<file path="src/logic/asc_pkg.sv">
// shared constants for the converter serial control link
`default_nettype none

package asc_pkg;

  // ----------------------------------------------------------------
  // frame layout and opcodes
  // ----------------------------------------------------------------
  localparam int        FRAME_BITS   = 24;
  localparam logic [4:0] FRAME_COUNT = 5'h18;
  localparam logic [4:0] OTF_COUNT   = 5'h05;
  localparam logic [7:0] OP_NOP      = 8'h00;
  localparam logic [7:0] OP_READ     = 8'h10;
  localparam logic [7:0] OP_WRITE    = 8'h08;
  localparam logic [7:0] OP_SETBIT   = 8'h18;
  localparam logic [7:0] OP_CLRBIT   = 8'h20;

  // ----------------------------------------------------------------
  // device register map
  // ----------------------------------------------------------------
  localparam logic [7:0] ADDR_STATUS  = 8'h00;
  localparam logic [7:0] ADDR_GENERAL = 8'h01;
  localparam logic [7:0] ADDR_FORMAT  = 8'h02;
  localparam logic [7:0] ADDR_AVERAGE = 8'h03;
  localparam logic [7:0] ADDR_OPMODE  = 8'h04;
  localparam logic [7:0] ADDR_CHFUNC  = 8'h05;
  localparam logic [7:0] ADDR_PINDIR  = 8'h07;
  localparam logic [7:0] ADDR_DRVTYPE = 8'h09;
  localparam logic [7:0] ADDR_OUTLVL  = 8'h0B;
  localparam logic [7:0] ADDR_INLVL   = 8'h0D;
  localparam logic [7:0] ADDR_SEQCFG  = 8'h10;
  localparam logic [7:0] ADDR_MANUAL  = 8'h11;
  localparam logic [7:0] ADDR_SEQMASK = 8'h12;
  localparam int         REG_SLOTS    = 32;

  localparam logic [7:0] RESET_STATUS = 8'h81;
  localparam logic [7:0] RESET_OTHER  = 8'h00;

  // field positions
  localparam int STATUS_FIXED_BIT = 7;
  localparam int STATUS_SEQ_BIT   = 6;
  localparam int STATUS_BROWN_BIT = 0;
  localparam int GEN_SOFTRST_BIT  = 0;
  localparam int FMT_POLARITY_BIT = 1;
  localparam int FMT_PHASE_BIT    = 0;
  localparam int FMT_APPEND_LO    = 4;
  localparam int SEQ_RUN_BIT      = 4;
  localparam int SEQ_MODE_LO      = 0;
  localparam int AVG_RATIO_LO     = 0;

  localparam logic [1:0] APPEND_CHANNEL = 2'h1;
  localparam logic [1:0] MODE_MANUAL    = 2'h0;
  localparam logic [1:0] MODE_ONFLY     = 2'h2;
  localparam logic [1:0] MODE_AUTO      = 2'h1;

  localparam int NUM_CH  = 8;
  localparam int CH_BITS = 3;

  // ----------------------------------------------------------------
  // host command port and link timing
  // ----------------------------------------------------------------
  localparam logic [7:0] HREG_FRAME  = 8'h00;
  localparam logic [7:0] HREG_STATUS = 8'h04;
  localparam logic [7:0] HREG_RXDATA = 8'h08;
  localparam logic [7:0] HREG_FORMAT = 8'h0C;

  localparam int CLK_PERIOD_NS   = 50;
  localparam int LINK_HALF_NS    = 400;
  localparam int LINK_HALF_CYCLES =
    (LINK_HALF_NS / CLK_PERIOD_NS) < 1 ? 1 : LINK_HALF_NS / CLK_PERIOD_NS;
  localparam logic [5:0] LINK_EDGES = 6'h30;

  typedef enum logic [3:0] {
    HS_IDLE  = 4'h1,
    HS_SHIFT = 4'h2,
    HS_TRAIL = 4'h4,
    HS_GAP   = 4'h8
  } asc_host_state_type;

  // software-writable bits of each register, zero when not writable
  function automatic logic [7:0] regWriteMask(input logic [7:0] addr);
    case (addr)
      ADDR_GENERAL: regWriteMask = 8'h06;
      ADDR_FORMAT:  regWriteMask = 8'hB3;
      ADDR_AVERAGE: regWriteMask = 8'h07;
      ADDR_OPMODE,
      ADDR_CHFUNC,
      ADDR_PINDIR,
      ADDR_DRVTYPE,
      ADDR_OUTLVL,
      ADDR_SEQMASK: regWriteMask = 8'hFF;
      ADDR_SEQCFG:  regWriteMask = 8'h13;
      ADDR_MANUAL:  regWriteMask = 8'h0F;
      default:      regWriteMask = 8'h00;
    endcase
  endfunction

  function automatic logic regIsMapped(input logic [7:0] addr);
    regIsMapped = (regWriteMask(addr) != 8'h00) || (addr == ADDR_STATUS) ||
                  (addr == ADDR_INLVL);
  endfunction

endpackage

`default_nettype wire

</file>
<file path="src/logic/asc_link_if.sv">
// four-wire serial link between host and converter
`default_nettype none

interface asc_link_if;
  logic sclk;
  logic csN;
  logic sdi;
  logic sdo;

  modport device_mp (input sclk, input csN, input sdi, output sdo);
  modport host_mp   (output sclk, output csN, output sdi, input sdo);
endinterface

`default_nettype wire

</file>
<file path="src/logic/asc_device.sv">
// converter end: frame decoder, register map and channel selection
`default_nettype none

module asc_device
  import asc_pkg::*;
(
  // system
  input  wire logic               clk,
  input  wire logic               rst,
  // serial link
  asc_link_if.device_mp           link,
  // conversion side
  output logic                    convStart,
  output logic [CH_BITS-1:0]      sampleChannel,
  output logic [CH_BITS-1:0]      muxChannel,
  input  wire logic [15:0]        convData,
  input  wire logic [7:0]         gpiLevel
);

  // ----------------------------------------------------------------
  // helpers
  // ----------------------------------------------------------------
  function automatic logic [CH_BITS-1:0] nextChannel(input logic [CH_BITS-1:0] cur,
                                                     input logic [NUM_CH-1:0]  en);
    logic [CH_BITS-1:0] cand;
    logic               found;
    nextChannel = cur;
    found       = 1'b0;
    for (int i = 1; i <= NUM_CH; i++)
    begin
      cand = cur + CH_BITS'(i);
      if (!found && en[cand])
      begin
        nextChannel = cand;
        found       = 1'b1;
      end
    end
  endfunction

  // ----------------------------------------------------------------
  // pin synchronisers and edge detection
  // ----------------------------------------------------------------
  logic [1:0] sclkSync_reg;
  logic [1:0] csSync_reg;
  logic [1:0] sdiSync_reg;
  logic [7:0] gpiMeta_reg;
  logic [7:0] gpiSync_reg;
  logic       sclkPrev_reg;
  logic       csPrev_reg;

  always_ff @(posedge clk)
  begin
    if (rst)
    begin
      sclkSync_reg <= 2'h0;
      csSync_reg   <= 2'h3;
      sdiSync_reg  <= 2'h0;
      gpiMeta_reg  <= 8'h00;
      gpiSync_reg  <= 8'h00;
      sclkPrev_reg <= 1'b0;
      csPrev_reg   <= 1'b1;
    end
    else
    begin
      sclkSync_reg <= {sclkSync_reg[0], link.sclk};
      csSync_reg   <= {csSync_reg[0], link.csN};
      sdiSync_reg  <= {sdiSync_reg[0], link.sdi};
      gpiMeta_reg  <= gpiLevel;
      gpiSync_reg  <= gpiMeta_reg;
      sclkPrev_reg <= sclkSync_reg[1];
      csPrev_reg   <= csSync_reg[1];
    end
  end

  logic [7:0] regFile_reg [0:REG_SLOTS-1];
  logic [7:0] fmtReg;
  logic       cpol;
  logic       cpha;
  logic       inFrame;
  logic       csFall;
  logic       csRise;
  logic       leadEdge;
  logic       trailEdge;
  logic       captureEdge;
  logic       launchEdge;

  assign fmtReg      = regFile_reg[ADDR_FORMAT[4:0]];
  assign cpol        = fmtReg[FMT_POLARITY_BIT];
  assign cpha        = fmtReg[FMT_PHASE_BIT];
  assign inFrame     = ~csSync_reg[1];
  assign csFall      = ~csSync_reg[1] & csPrev_reg;
  assign csRise      = csSync_reg[1] & ~csPrev_reg;
  assign leadEdge    = inFrame & (sclkSync_reg[1] ^ sclkPrev_reg) & (sclkSync_reg[1] ^ cpol);
  assign trailEdge   = inFrame & (sclkSync_reg[1] ^ sclkPrev_reg) & ~(sclkSync_reg[1] ^ cpol);
  assign captureEdge = cpha ? trailEdge : leadEdge;
  assign launchEdge  = cpha ? leadEdge : trailEdge;

  // ----------------------------------------------------------------
  // frame capture
  // ----------------------------------------------------------------
  logic [FRAME_BITS-1:0] inShift_reg;
  logic [4:0]            bitCount_reg;

  always_ff @(posedge clk)
  begin
    if (rst || csFall)
    begin
      inShift_reg  <= '0;
      bitCount_reg <= 5'h00;
    end
    else if (captureEdge && bitCount_reg != FRAME_COUNT)
    begin
      inShift_reg  <= {inShift_reg[FRAME_BITS-2:0], sdiSync_reg[1]};
      bitCount_reg <= bitCount_reg + 5'h01;
    end
  end

  // ----------------------------------------------------------------
  // command decode
  // ----------------------------------------------------------------
  logic [7:0] cmdOp;
  logic [7:0] cmdAddr;
  logic [7:0] cmdData;
  logic       cmdValid;
  logic       modOp;
  logic [7:0] readValue;
  logic [7:0] newValue;
  logic [7:0] wrMask;
  logic       softReset;
  logic       brownout_reg;
  logic [1:0] modeSel;
  logic       seqRun;
  logic       seqStatus;

  assign cmdOp    = inShift_reg[23:16];
  assign cmdAddr  = inShift_reg[15:8];
  assign cmdData  = inShift_reg[7:0];
  assign cmdValid = csRise && (bitCount_reg == FRAME_COUNT);
  assign modOp    = cmdValid && (cmdOp == OP_WRITE || cmdOp == OP_SETBIT ||
                                 cmdOp == OP_CLRBIT);
  assign wrMask   = regWriteMask(cmdAddr);
  assign modeSel  = regFile_reg[ADDR_SEQCFG[4:0]][SEQ_MODE_LO +: 2];
  assign seqRun   = regFile_reg[ADDR_SEQCFG[4:0]][SEQ_RUN_BIT];
  assign seqStatus = seqRun && (modeSel == MODE_AUTO);

  always_comb
  begin
    readValue = 8'h00;
    if (cmdAddr == ADDR_STATUS)
    begin
      readValue[STATUS_FIXED_BIT] = RESET_STATUS[STATUS_FIXED_BIT];
      readValue[STATUS_SEQ_BIT]   = seqStatus;
      readValue[STATUS_BROWN_BIT] = brownout_reg;
    end
    else if (cmdAddr == ADDR_INLVL)
      readValue = gpiSync_reg;
    else if (wrMask != 8'h00)
      readValue = regFile_reg[cmdAddr[4:0]];
  end

  always_comb
  begin
    if (cmdOp == OP_SETBIT)
      newValue = readValue | cmdData;
    else if (cmdOp == OP_CLRBIT)
      newValue = readValue & ~cmdData;
    else
      newValue = cmdData;
  end

  assign softReset = modOp && (cmdAddr == ADDR_GENERAL) && newValue[GEN_SOFTRST_BIT];

  // ----------------------------------------------------------------
  // register file
  // ----------------------------------------------------------------
  always_ff @(posedge clk)
  begin
    if (rst || softReset)
    begin
      for (int i = 0; i < REG_SLOTS; i++)
        regFile_reg[i] <= RESET_OTHER;
    end
    else if (modOp && wrMask != 8'h00)
      regFile_reg[cmdAddr[4:0]] <= (readValue & ~wrMask) | (newValue & wrMask);
  end

  // brown-out: set by either reset, cleared by writing one
  always_ff @(posedge clk)
  begin
    if (rst || softReset)
      brownout_reg <= RESET_STATUS[STATUS_BROWN_BIT];
    else if (modOp && cmdAddr == ADDR_STATUS && cmdOp != OP_CLRBIT &&
             cmdData[STATUS_BROWN_BIT])
      brownout_reg <= 1'b0;
  end

  // ----------------------------------------------------------------
  // conversion start and channel selection
  // ----------------------------------------------------------------
  logic [4:0] otfWord;
  logic       runPrev_reg;

  assign otfWord = {inShift_reg[3:0], sdiSync_reg[1]};

  always_ff @(posedge clk)
  begin
    if (rst)
    begin
      convStart     <= 1'b0;
      sampleChannel <= '0;
    end
    else
    begin
      convStart <= csRise;
      if (csRise)
        sampleChannel <= muxChannel;
    end
  end

  always_ff @(posedge clk)
  begin
    if (rst || softReset)
    begin
      muxChannel  <= '0;
      runPrev_reg <= 1'b0;
    end
    else
    begin
      runPrev_reg <= seqRun;
      case (modeSel)
        MODE_MANUAL:
          muxChannel <= regFile_reg[ADDR_MANUAL[4:0]][CH_BITS-1:0];
        MODE_ONFLY:
          if (captureEdge && bitCount_reg == OTF_COUNT - 5'h01)
            muxChannel <= otfWord[CH_BITS-1:0];
        MODE_AUTO:
          if (seqRun && !runPrev_reg)
            muxChannel <= nextChannel(CH_BITS'(NUM_CH - 1),
                                      regFile_reg[ADDR_SEQMASK[4:0]]);
          else if (seqRun && csRise)
            muxChannel <= nextChannel(muxChannel,
                                      regFile_reg[ADDR_SEQMASK[4:0]]);
        default:
          muxChannel <= muxChannel;
      endcase
    end
  end

  // ----------------------------------------------------------------
  // read-back and result output
  // ----------------------------------------------------------------
  logic                  readPending_reg;
  logic [7:0]            readByte_reg;
  logic [FRAME_BITS-1:0] outShift_reg;
  logic                  sdo_reg;
  logic [FRAME_BITS-1:0] outFrame;
  logic [3:0]            idNibble;
  logic                  avgOn;

  assign avgOn    = regFile_reg[ADDR_AVERAGE[4:0]][AVG_RATIO_LO +: 3] != 3'h0;
  assign idNibble = (fmtReg[FMT_APPEND_LO +: 2] == APPEND_CHANNEL) ?
                    {1'b0, sampleChannel} : 4'h0;

  always_comb
  begin
    if (readPending_reg)
      outFrame = {readByte_reg, 16'h0000};
    else if (avgOn)
      outFrame = {convData, idNibble, 4'h0};
    else
      outFrame = {convData[15:4], idNibble, 8'h00};
  end

  always_ff @(posedge clk)
  begin
    if (rst || softReset)
    begin
      readPending_reg <= 1'b0;
      readByte_reg    <= 8'h00;
    end
    else if (csRise)
    begin
      readPending_reg <= cmdValid && (cmdOp == OP_READ);
      readByte_reg    <= readValue;
    end
    else if (csFall)
      readPending_reg <= 1'b0;
  end

  always_ff @(posedge clk)
  begin
    if (rst || softReset)
    begin
      outShift_reg <= '0;
      sdo_reg      <= 1'b0;
    end
    else if (csFall)
    begin
      if (cpha)
        outShift_reg <= outFrame;
      else
      begin
        sdo_reg      <= outFrame[FRAME_BITS-1];
        outShift_reg <= {outFrame[FRAME_BITS-2:0], 1'b0};
      end
    end
    else if (launchEdge)
    begin
      sdo_reg      <= outShift_reg[FRAME_BITS-1];
      outShift_reg <= {outShift_reg[FRAME_BITS-2:0], 1'b0};
    end
  end

  assign link.sdo = sdo_reg;

endmodule // asc_device

`default_nettype wire

</file>
<file path="src/flat_wrapper.sv">
// flat-port wrapper written by rule: the top's interface ports become plain ports
module asc_device_flat import asc_pkg::*;
  (clk, rst, convStart, sampleChannel, muxChannel, convData, gpiLevel, link_sclk, link_csN, link_sdi, link_sdo);
  asc_link_if link_i ();
  input  wire logic clk;
  input  wire logic rst;
  output logic convStart;
  output logic [CH_BITS-1:0] sampleChannel;
  output logic [CH_BITS-1:0] muxChannel;
  input  wire logic [15:0] convData;
  input  wire logic [7:0] gpiLevel;
  input wire logic [$bits(link_i.sclk)-1:0] link_sclk;
  input wire logic [$bits(link_i.csN)-1:0] link_csN;
  input wire logic [$bits(link_i.sdi)-1:0] link_sdi;
  output wire logic [$bits(link_i.sdo)-1:0] link_sdo;
  assign link_i.sclk = link_sclk;
  assign link_i.csN = link_csN;
  assign link_i.sdi = link_sdi;
  assign link_sdo = link_i.sdo;
  asc_device u_core (.clk(clk), .rst(rst), .link(link_i), .convStart(convStart), .sampleChannel(sampleChannel), .muxChannel(muxChannel), .convData(convData), .gpiLevel(gpiLevel));
endmodule
</file>
<file path="config.mk">
export PLATFORM = sky130hd
export DESIGN_NAME = asc_device_flat
export DESIGN_NICKNAME = d
export VERILOG_FILES = /design/src/logic/asc_pkg.sv /design/src/logic/asc_link_if.sv /design/src/logic/asc_device.sv /design/src/flat_wrapper.sv
export SDC_FILE = /design/constraint.sdc
export NUM_CORES = 1
export LEC_CHECK = 0
export ABC_CLOCK_PERIOD_IN_PS = 3240
export BUFFER_PORTS_ARGS = -buffer_cell sky130_fd_sc_hd__buf_2
export CORE_MARGIN = 4
export CORE_UTILIZATION = 59
export CTS_BUF_LIST = sky130_fd_sc_hd__clkbuf_2
export DETAILED_ROUTE_END_ITERATION = 10
export PLACE_DENSITY_LB_ADDON = 0.25
export SYNTH_ARGS = -nofsm -noshare
export SYNTH_HDL_FRONTEND = slang
export SYNTH_SLANG_ARGS = --single-unit
</file>
<file path="constraint.sdc">
create_clock -name clk -period 3.24 [get_ports clk]
set_clock_uncertainty 0.1 [all_clocks]
set_input_delay 0.486 -clock clk [delete_from_list [all_inputs] [get_ports clk]]
set_output_delay 0.486 -clock clk [all_outputs]
set_load 0.03 [all_outputs]
</file>
==> impl_metrics.ini, run 1 <==
[outcome]
outcome = complete, no violations

[timing]
max_freq_ghz = 0.320
slew_at_the_pin_with_the_worst_max_slew_slack_ns = 0.743
relSlewSlack_pct = 50.4
finalHoldWorstSlack_ns = 0.0710
final-hold-violation-count = 0
timing_max_transition_violations_final = 0
ratio_of_final_minimum_period_to_clock_period_pct = 96.4
post_route_minimum_period_ns = 3.12
finalSetupTns_ns = 0
finalSetupViolations = 0

[min_path]
hold_path_depth = 4
hold_class = input port to flip-flop

[synth]
syn-num-nets = 1516
synth-warning-count = 0
seq_area_frac_synth_pct = 55.5
synth-main-ff-cell = sky130_fd_sc_hd__edfxtp_1
synth_cells = 1474
synth_async_sr_flop_share_pct = 0
synth.distinct_cells = 67
synthesis.area_mm2 = 0.0176
edff_count_synth = 256
register_bit_count_reported_by_yosys = 360
syn_avg_cell_area_um2 = 11.9

[cells_and_area]
design_area_mm2 = 0.0202
max_ffs_per_register = 256
layout.cells.most_common_list = 256 x sky130_fd_sc_hd__nor2_1, 256 x sky130_fd_sc_hd__edfxtp_1, 135 x sky130_fd_sc_hd__buf_4, 132 x sky130_fd_sc_hd__clkbuf_2, 124 x sky130_fd_sc_hd__nand2_1
layout-drive-gt1-share_pct = 27.9
synthToLayoutAreaGrowth_pct = 14.9
num-nets-final = 1713
finalCoreUtilization_pct = 69.5

[floorplan]
die_y_um = 181
die_x_um = 181
dieArea_mm2 = 0.0326
top_level_ports = 37
initial_core_util_pct = 60.5
fp-row-count = 62
placeableCoreArea_mm2 = 0.0291

[global_routing]
grt_start_max_net_pins = 36
global_route.usage.total_pct = 28.3
grt_pass1_vias = 13100
grt-ovfl-total = 0
grt_antenna_before_repair = 3
grt_first_pass_wirelength_mm = 73.0

[placement]
port-buffer-count = 36
gp_routability_congestion = 0.917
placement.cell_area_mm2 = 0.0189
dp_hpwl_mm = 31.8

[detailed_routing]
via_per_inst = 6.17
drcViolationCount = 0
detailed_route_wire_length_mm = 46.4
drt.antenna.violating_nets = 0
dr.first_iter.drc_count = 1321
iteration_count_of_the_initial_detailed_routing_pass = 7
post_drt_wl_per_cell_um = 21.9
vias = 13000

[setup_path]
start_kind = flip-flop
worstPathArrival_ns = 3.62
critPathRequiredTime_ns = 3.74
criticalPathCategory = flip-flop to flip-flop
crit_fanout = 20
reg2reg_depth = 8
crit_end_category = flip-flop

[clock_network]
cts-htree-levels = 3
cts_tree = built
clk_pin_slew_ns = 0.11
clockRootBuffer = sky130_fd_sc_hd__clkbuf_2
cts_buffers = 91
clk-insertion-delay-late_ns = 0.96
clock_sink_count = 360
max-clock-path-buffers = 3

[power_and_ir_drop]
ir_worst_vdd_v = 0.000303
cellLeakagePower_uw = 0.00731
power.density_mw_per_mm2 = 437

[job]
cap_viol_max_count = 0
per-layer routing:
layer	GRT usage [%]	wire length, um	vias up
met3	6.64	4190	131
met1	36.6	17700	6316
met4	11.8	1790	2
li1	-	-	5877
met5	0	7	-
met2	46.5	22600	714
area by class of cell:
cell class                 instances  area [um^2]
sequential                       360         9780
fill                            2102         8870
multi-input combinational        968         7150
timing repair buffer             230         1950
clock buffer                     132          661
tap                              384          480
clock inverter                    19          118
inverter                          20         75.1
antenna                            1         2.50
where the power goes:
part           switching, uW  internal (uW)  total, uW
clock network           1810           1160       2970
registers               70.7           5040       5110
logic                    401            336        737
total                   2290           6540       8830
final timing paths:
kind | end | start | slack, ns
setup reg to reg | u_core.regFile_reg[13][0] | flip-flop | 0.12
hold / removal | u_core.outShift_reg[20] | convData[12] | 0.07
hold reg to reg | u_core.csSync_reg[1] | u_core.csSync_reg[0] | 0.26
setup / recovery | u_core.regFile_reg[13][0] | flip-flop | 0.12
critical path, cell delays in order, from the launching register on:
cell                        delay (ns)
sky130_fd_sc_hd__dfxtp_2          0.40
sky130_fd_sc_hd__buf_12           0.19
sky130_fd_sc_hd__mux4_2           0.60
sky130_fd_sc_hd__a2111oi_4        0.39
sky130_fd_sc_hd__o31ai_2          0.18
sky130_fd_sc_hd__o21a_1           0.23
sky130_fd_sc_hd__a32oi_2          0.26
sky130_fd_sc_hd__buf_4            0.36
sky130_fd_sc_hd__nor2_1           0.10
cells in the mapped netlist, types with 36 or more instances:
cell	instances	area [um^2]
sky130_fd_sc_hd__nand2_1	125	469
sky130_fd_sc_hd__nor4_1	39	244
sky130_fd_sc_hd__mux2i_1	55	551
sky130_fd_sc_hd__a21oi_1	48	240
sky130_fd_sc_hd__nor2b_1	37	231
sky130_fd_sc_hd__o21ai_0	36	180
sky130_fd_sc_hd__edfxtp_1	256	7690
sky130_fd_sc_hd__nand3_1	37	185
sky130_fd_sc_hd__dfxtp_1	104	2080
sky130_fd_sc_hd__mux4_2	91	2050
sky130_fd_sc_hd__clkbuf_1	61	229
sky130_fd_sc_hd__nor2_1	257	965
kinds of logic after synthesis:
group / synth area share, %
AND/OR/NAND/NOR: 16.3
flip-flops: 55.5
AO/OA/AOI/OAI: 7.08
multiplexers: 15.2
buffers and inverters: 4.51
adder cells (fa/ha/maj): 0.925
XOR/XNOR: 0.448
what timing repair did:
action,4_1_cts,5_1_grt
endpoints found under the setup margin,43,268
setup buffers,0,1
hold endpoints to repair,48,0
hold buffers,42,0
gates cloned,0,1
pin swaps,0,1
gates resized for setup,2,13
through the flow:
| stage | power (uW) | instances | worst slack [ns] |
|---|---|---|---|
| after detailed placement | 5890 | 1918 | 0.0468 |
| after floorplan | 5640 | 1474 | 0.0931 |
| final | 8830 | 2114 | 0.117 |
| after CTS | 8850 | 2111 | 0.0105 |
| after global routing | 9170 | 2114 | -0.000586 |
| after global placement | 5870 | 1918 | 0.0844 |
Power figures use the tool's default switching activity.
==> inputs of run 2 (changes only) <==
RECOVER_POWER = 25   (was default)
==> run 2 against run 1 <==
Total power down 0.10%. Die area unchanged. Non-clock buffer count unchanged. Sequential power barely moved. Count of clock-buffer cells in the layout did not move. Sequential cell count unchanged. Final cell count unchanged. Sequential share of layout area up 0.063 points. Worst setup slack got worse by 0.028 ns. Critical endpoint is now u_core.regFile_reg[19][0]. Highest routed layer unchanged.
==> impl_metrics.ini, run 2 (synthesized netlist as in run 1, its figures left out) <==
[setup_path]
crit_end_category = flip-flop
worstPathArrival_ns = 3.64
start_kind = flip-flop
worst_setup_path_endpoint = u_core.regFile_reg[19][0]
reg2reg_depth = 8
critPathRequiredTime_ns = 3.73
ff2ff_setup_slack_ns = 0.09
criticalPathCategory = flip-flop to flip-flop
crit_fanout = 20
rr_endpoint = u_core.regFile_reg[19][0]

[clock_network]
cts_tree = built
clk-insertion-delay-late_ns = 0.96
max-clock-path-buffers = 3
cts-htree-levels = 3
clockRootBuffer = sky130_fd_sc_hd__clkbuf_2
clk_pin_slew_ns = 0.11
clock_sink_count = 360
cts_buffers = 91

[cells_and_area]
synthToLayoutAreaGrowth_pct = 14.8
filler_cell_count = 2109
max_ffs_per_register = 256
layout.cells.most_common_list = 256 x sky130_fd_sc_hd__nor2_1, 256 x sky130_fd_sc_hd__edfxtp_1, 133 x sky130_fd_sc_hd__clkbuf_2, 131 x sky130_fd_sc_hd__buf_4, 124 x sky130_fd_sc_hd__nand2_1
finalCoreUtilization_pct = 69.4
layout-drive-gt1-share_pct = 27.1
design_area_mm2 = 0.0202
post_layout_nonfiller_instances = 2114
num-nets-final = 1713

[floorplan]
die_y_um = 181
placeableCoreArea_mm2 = 0.0291
initial_core_util_pct = 60.5
dieArea_mm2 = 0.0326
fp-row-count = 62
top_level_ports = 37
die_x_um = 181

[global_routing]
global_route.usage.total_pct = 28.3
grt_antenna_before_repair = 3
grt_pass1_vias = 13100
grt_start_max_net_pins = 36
grt_first_pass_wirelength_mm = 73.0
grt-ovfl-total = 0

[detailed_routing]
detailed_route_wire_length_mm = 46.4
iteration_count_of_the_initial_detailed_routing_pass = 8
post_drt_wl_per_cell_um = 22.0
drt.antenna.violating_nets = 0
vias = 13100
via_per_inst = 6.18
dr.first_iter.drc_count = 1315
drcViolationCount = 0

[timing]
timing.final.ws_setup_ns = 0.0889
relSlewSlack_pct = 19.7
ratio_of_final_minimum_period_to_clock_period_pct = 97.3
max_freq_ghz = 0.317
slew_at_the_pin_with_the_worst_max_slew_slack_ns = 1.20
timing_max_transition_violations_final = 0
post_route_minimum_period_ns = 3.15
finalSetupTns_ns = 0
final-hold-violation-count = 0
finalSetupViolations = 0

[power_and_ir_drop]
power.density_mw_per_mm2 = 437
cellLeakagePower_uw = 0.00727
ir_worst_vdd_v = 0.000303

[min_path]
hold_class = input port to flip-flop

[outcome]
outcome = complete, no violations

[job]
cap_viol_max_count = 0

[placement]
dp_hpwl_mm = 31.8
port-buffer-count = 36
placement.cell_area_mm2 = 0.0189
preCtsSetupSlack_ns = 0.0468
gp_routability_congestion = 0.917
placed_cells_incl_taps = 1918
[run 2: changes by cell type in the layout (fill, tap and decap cells not counted), sizes merged]
cell,previous run,this run
buf,188,175
clkbuf,132,145
[run 2: worst min path at each step]
| stage | start | endpoint | slack (ns) | cells after the start |
|---|---|---|---|---|
| 2_1_floorplan | u_core.csSync_reg[0] | u_core.csSync_reg[1] | 0.29 | 1 |
| 3_3_place_gp | u_core.csSync_reg[0] | u_core.csSync_reg[1] | 0.30 | 1 |
| 3_5_place_dp | u_core.csSync_reg[0] | u_core.csSync_reg[1] | 0.31 | 1 |
| 4_1_cts | convData[12] | u_core.outShift_reg[20] | 0.003 | 4 |
| 5_1_grt | convData[12] | u_core.outShift_reg[20] | 0.05 | 4 |
| 6_report | convData[12] | u_core.outShift_reg[20] | 0.08 | 4 |
[run 2: report_power, final]
part / total (uW) / switching (uW) / internal [uW]
combinational: 734 / 401 / 333
clock: 2970 / 1810 / 1160
sequential: 5120 / 71.1 / 5040
[run 2: routing by layer]
| metal | global-route usage [%] | routed length (um) | part of all wire [%] |
|---|---|---|---|
| met1 | 36.6 | 17700 | 38 |
| met2 | 46.5 | 22700 | 49 |
| met3 | 6.64 | 4160 | 9.0 |
| met4 | 11.8 | 1920 | 4.1 |
| met5 | 0 | 7 | 0.015 |
[run 2: stage by stage]
stage,total power (uW),hold slack [ns]
floorplan,5640,0.289
global placement,5870,0.297
detailed placement,5890,0.312
CTS,8850,0.00329
global route,9160,0.0533
finish,8820,0.0751
[run 2: critical path: stages (launching register included)]
cell and delay, ns:
sky130_fd_sc_hd__dfxtp_2 0.39, sky130_fd_sc_hd__buf_12 0.19, sky130_fd_sc_hd__mux4_2 0.59, sky130_fd_sc_hd__a2111oi_4 0.39, sky130_fd_sc_hd__o31ai_2 0.18, sky130_fd_sc_hd__o21a_1 0.23, sky130_fd_sc_hd__a32oi_2 0.27, sky130_fd_sc_hd__buf_4 0.39
sky130_fd_sc_hd__nor2_1 0.10
[run 2: final cells by class]
class	instances	area, um^2	share of cell area, %
Tap cell	384	480	2.38
Timing Repair Buffer	230	1930	9.56
Inverter	20	75.1	0.372
Antenna cell	1	2.50	0.0124
Clock buffer	132	661	3.27
Multi-Input combinational cell	968	7150	35.4
Clock inverter	19	118	0.583
Sequential cell	360	9780	48.4
[run 2: timing repair]
action / 4_1_cts / 5_1_grt
resized for setup: 2 / 13
hold buffers: 42 / 0
pin swaps: 0 / 1
endpoints found under the hold margin: 48 / 0
endpoints found under the setup margin: 43 / 268
cloned: 0 / 1
setup buffers: 0 / 1
==> inputs of run 3 (changes only) <==
==> constraint.sdc (replaced) <==
create_clock -name clk -period 3.24 [get_ports clk]
set_clock_uncertainty 0.1 [all_clocks]
set_input_delay 0.81 -clock clk [delete_from_list [all_inputs] [get_ports clk]]
set_output_delay 0.81 -clock clk [all_outputs]
set_load 0.03 [all_outputs]
==> run 3 against run 2 <==
Count of clock-buffer cells in the layout down 1. Total power shrank 1.4%. Core utilization fell by 1.5 points. Routed wire length is 1.2% lower. Sequential power about the same. Die area is the same. Critical path depth unchanged. Sequential cell count unchanged. Largest power group unchanged.
==> impl_metrics.ini, run 3 (synthesized netlist as in run 1, its figures left out) <==
[global_routing]
grt_pass1_vias = 12900
global_route.usage.total_pct = 27.9
grt_start_max_net_pins = 36
grt_antenna_before_repair = 1
grt_first_pass_wirelength_mm = 71.9
grt-ovfl-total = 0

[setup_path]
start_kind = flip-flop
critical_path.max_stage_delay_ns = 0.58
worst_setup_path_endpoint = u_core.regFile_reg[22][7]
highest_delay_cell_along_the_critical_path = sky130_fd_sc_hd__mux4_2
reg2reg_depth = 8
crit_end_category = flip-flop
path_cells = buf_12, mux4_2, mux4_2, mux2i_1, o32a_1, o21a_2, buf_12, nor2_1
rr_endpoint = u_core.regFile_reg[22][7]
worstPathArrival_ns = 3.65
criticalPathCategory = flip-flop to flip-flop
crit_fanout = 24
ff2ff_setup_slack_ns = 0.06
critPathRequiredTime_ns = 3.71

[cells_and_area]
finalCoreUtilization_pct = 67.9
layout.cells.most_common_list = 256 x sky130_fd_sc_hd__nor2_1, 256 x sky130_fd_sc_hd__edfxtp_1, 141 x sky130_fd_sc_hd__clkbuf_2, 125 x sky130_fd_sc_hd__nand2_1, 116 x sky130_fd_sc_hd__buf_4
max_ffs_per_register = 256
num-nets-final = 1674
synthToLayoutAreaGrowth_pct = 12.4
layout-drive-gt1-share_pct = 27.5

[timing]
final-hold-violation-count = 0
finalHoldWorstSlack_ns = 0.0676
rsz_0062_raised_after_global_routing = no
max_freq_ghz = 0.314
ratio_of_final_minimum_period_to_clock_period_pct = 98.3
relSlewSlack_pct = 24.9
finalSetupViolations = 0
post_route_minimum_period_ns = 3.18
slew_at_the_pin_with_the_worst_max_slew_slack_ns = 1.13
timing_max_transition_violations_final = 0
finalSetupTns_ns = 0

[floorplan]
fp-row-count = 62
dieArea_mm2 = 0.0326
top_level_ports = 37
placeableCoreArea_mm2 = 0.0291
initial_core_util_pct = 60.5
die_x_um = 181
die_y_um = 181

[power_and_ir_drop]
power.total_uw = 8690
ir_worst_vdd_v = 0.000323
power.density_mw_per_mm2 = 440
cellLeakagePower_uw = 0.00708

[detailed_routing]
dr.first_iter.drc_count = 1279
vias = 12900
drcViolationCount = 0
iteration_count_of_the_initial_detailed_routing_pass = 6
wirelength_met1_mm = 18.0
routed.top_layer = met4
via_per_inst = 6.20
met2WireLength_mm = 22.3
drt.antenna.violating_nets = 0
dr_wl_met3_mm = 3.70
post_drt_wl_per_cell_um = 22.1
detailed_route_wire_length_mm = 45.9

[clock_network]
clk_pin_slew_ns = 0.11
clockRootBuffer = sky130_fd_sc_hd__clkbuf_2
max-clock-path-buffers = 3
clock_sink_count = 360
clk-insertion-delay-late_ns = 0.94
cts_setup_buffers = 0
cts-htree-levels = 3
cts_tree = built
cts_buffers = 90

[min_path]
hold_class = input port to flip-flop

[placement]
port-buffer-count = 36
gp_routability_congestion = 0.953
dp_hpwl_mm = 32.1

[outcome]
outcome = complete, no violations

[job]
cap_viol_max_count = 0
## run 3: worst max-delay path, delay by kind of cell, from the launching register on
kind	cells	cell delay, ns
muxes	3	1.32
AOI/OAI and AO/OA	2	0.47
DFF	1	0.45
buffers and inverters	2	0.43
and+or+nand+nor	1	0.06
## run 3: stage by stage
step	cell area, um^2	instances	setup WS (ns)
after detailed placement	18900	1918	0.0791
after floorplan	17600	1474	0.0931
after CTS	19800	2075	0.0516
final	19800	2077	0.0554
after global placement	18900	1918	0.0949
after global routing	19800	2077	0.00785
## run 3: worst min-delay path by stage
stage / slack (ns) / end / startpoint / cells after the start
final: 0.07 / u_core.gpiMeta_reg[7] / gpiLevel[7] / 2
after CTS: 0.004 / u_core.gpiMeta_reg[3] / gpiLevel[3] / 2
after global placement: 0.29 / u_core.csSync_reg[1] / u_core.csSync_reg[0] / 1
after global routing: 0.02 / u_core.gpiMeta_reg[3] / gpiLevel[3] / 2
after detailed placement: 0.30 / u_core.csSync_reg[1] / u_core.csSync_reg[0] / 1
after floorplan: 0.29 / u_core.csSync_reg[1] / u_core.csSync_reg[0] / 1
## run 3: where the power goes
group	internal, uW	leakage, uW	switching, uW
registers	5040	0.00349	71.1
logic	296	0.00301	389
clock network	1090	0.000586	1810
total	6430	0.00708	2270
## run 3: layer usage
metal  up-vias  global-route usage, %
li1       5802                      -
met1      6308                   36.9
met5         -                      0
met2       639                   45.6
met3       130                   5.25
met4         0                   12.1
## run 3: area by class of cell
type                    instances  area (um^2)
clock buffers                 131          656
flip-flops and latches        360         9780
repair buffers                192         1540
fillers                      2200         9320
well taps                     384          480
clock inverters                21          108
multi-input cells             968         7130
inverters                      20         75.1
diodes                          1         2.50
## run 3: timing repair
item	CTS	global route
hold buffers	5	0
pin swaps	0	1
cloned	0	1
endpoints found under the hold margin	5	0
gates resized for setup	2	8
endpoints found under the setup margin	5	107
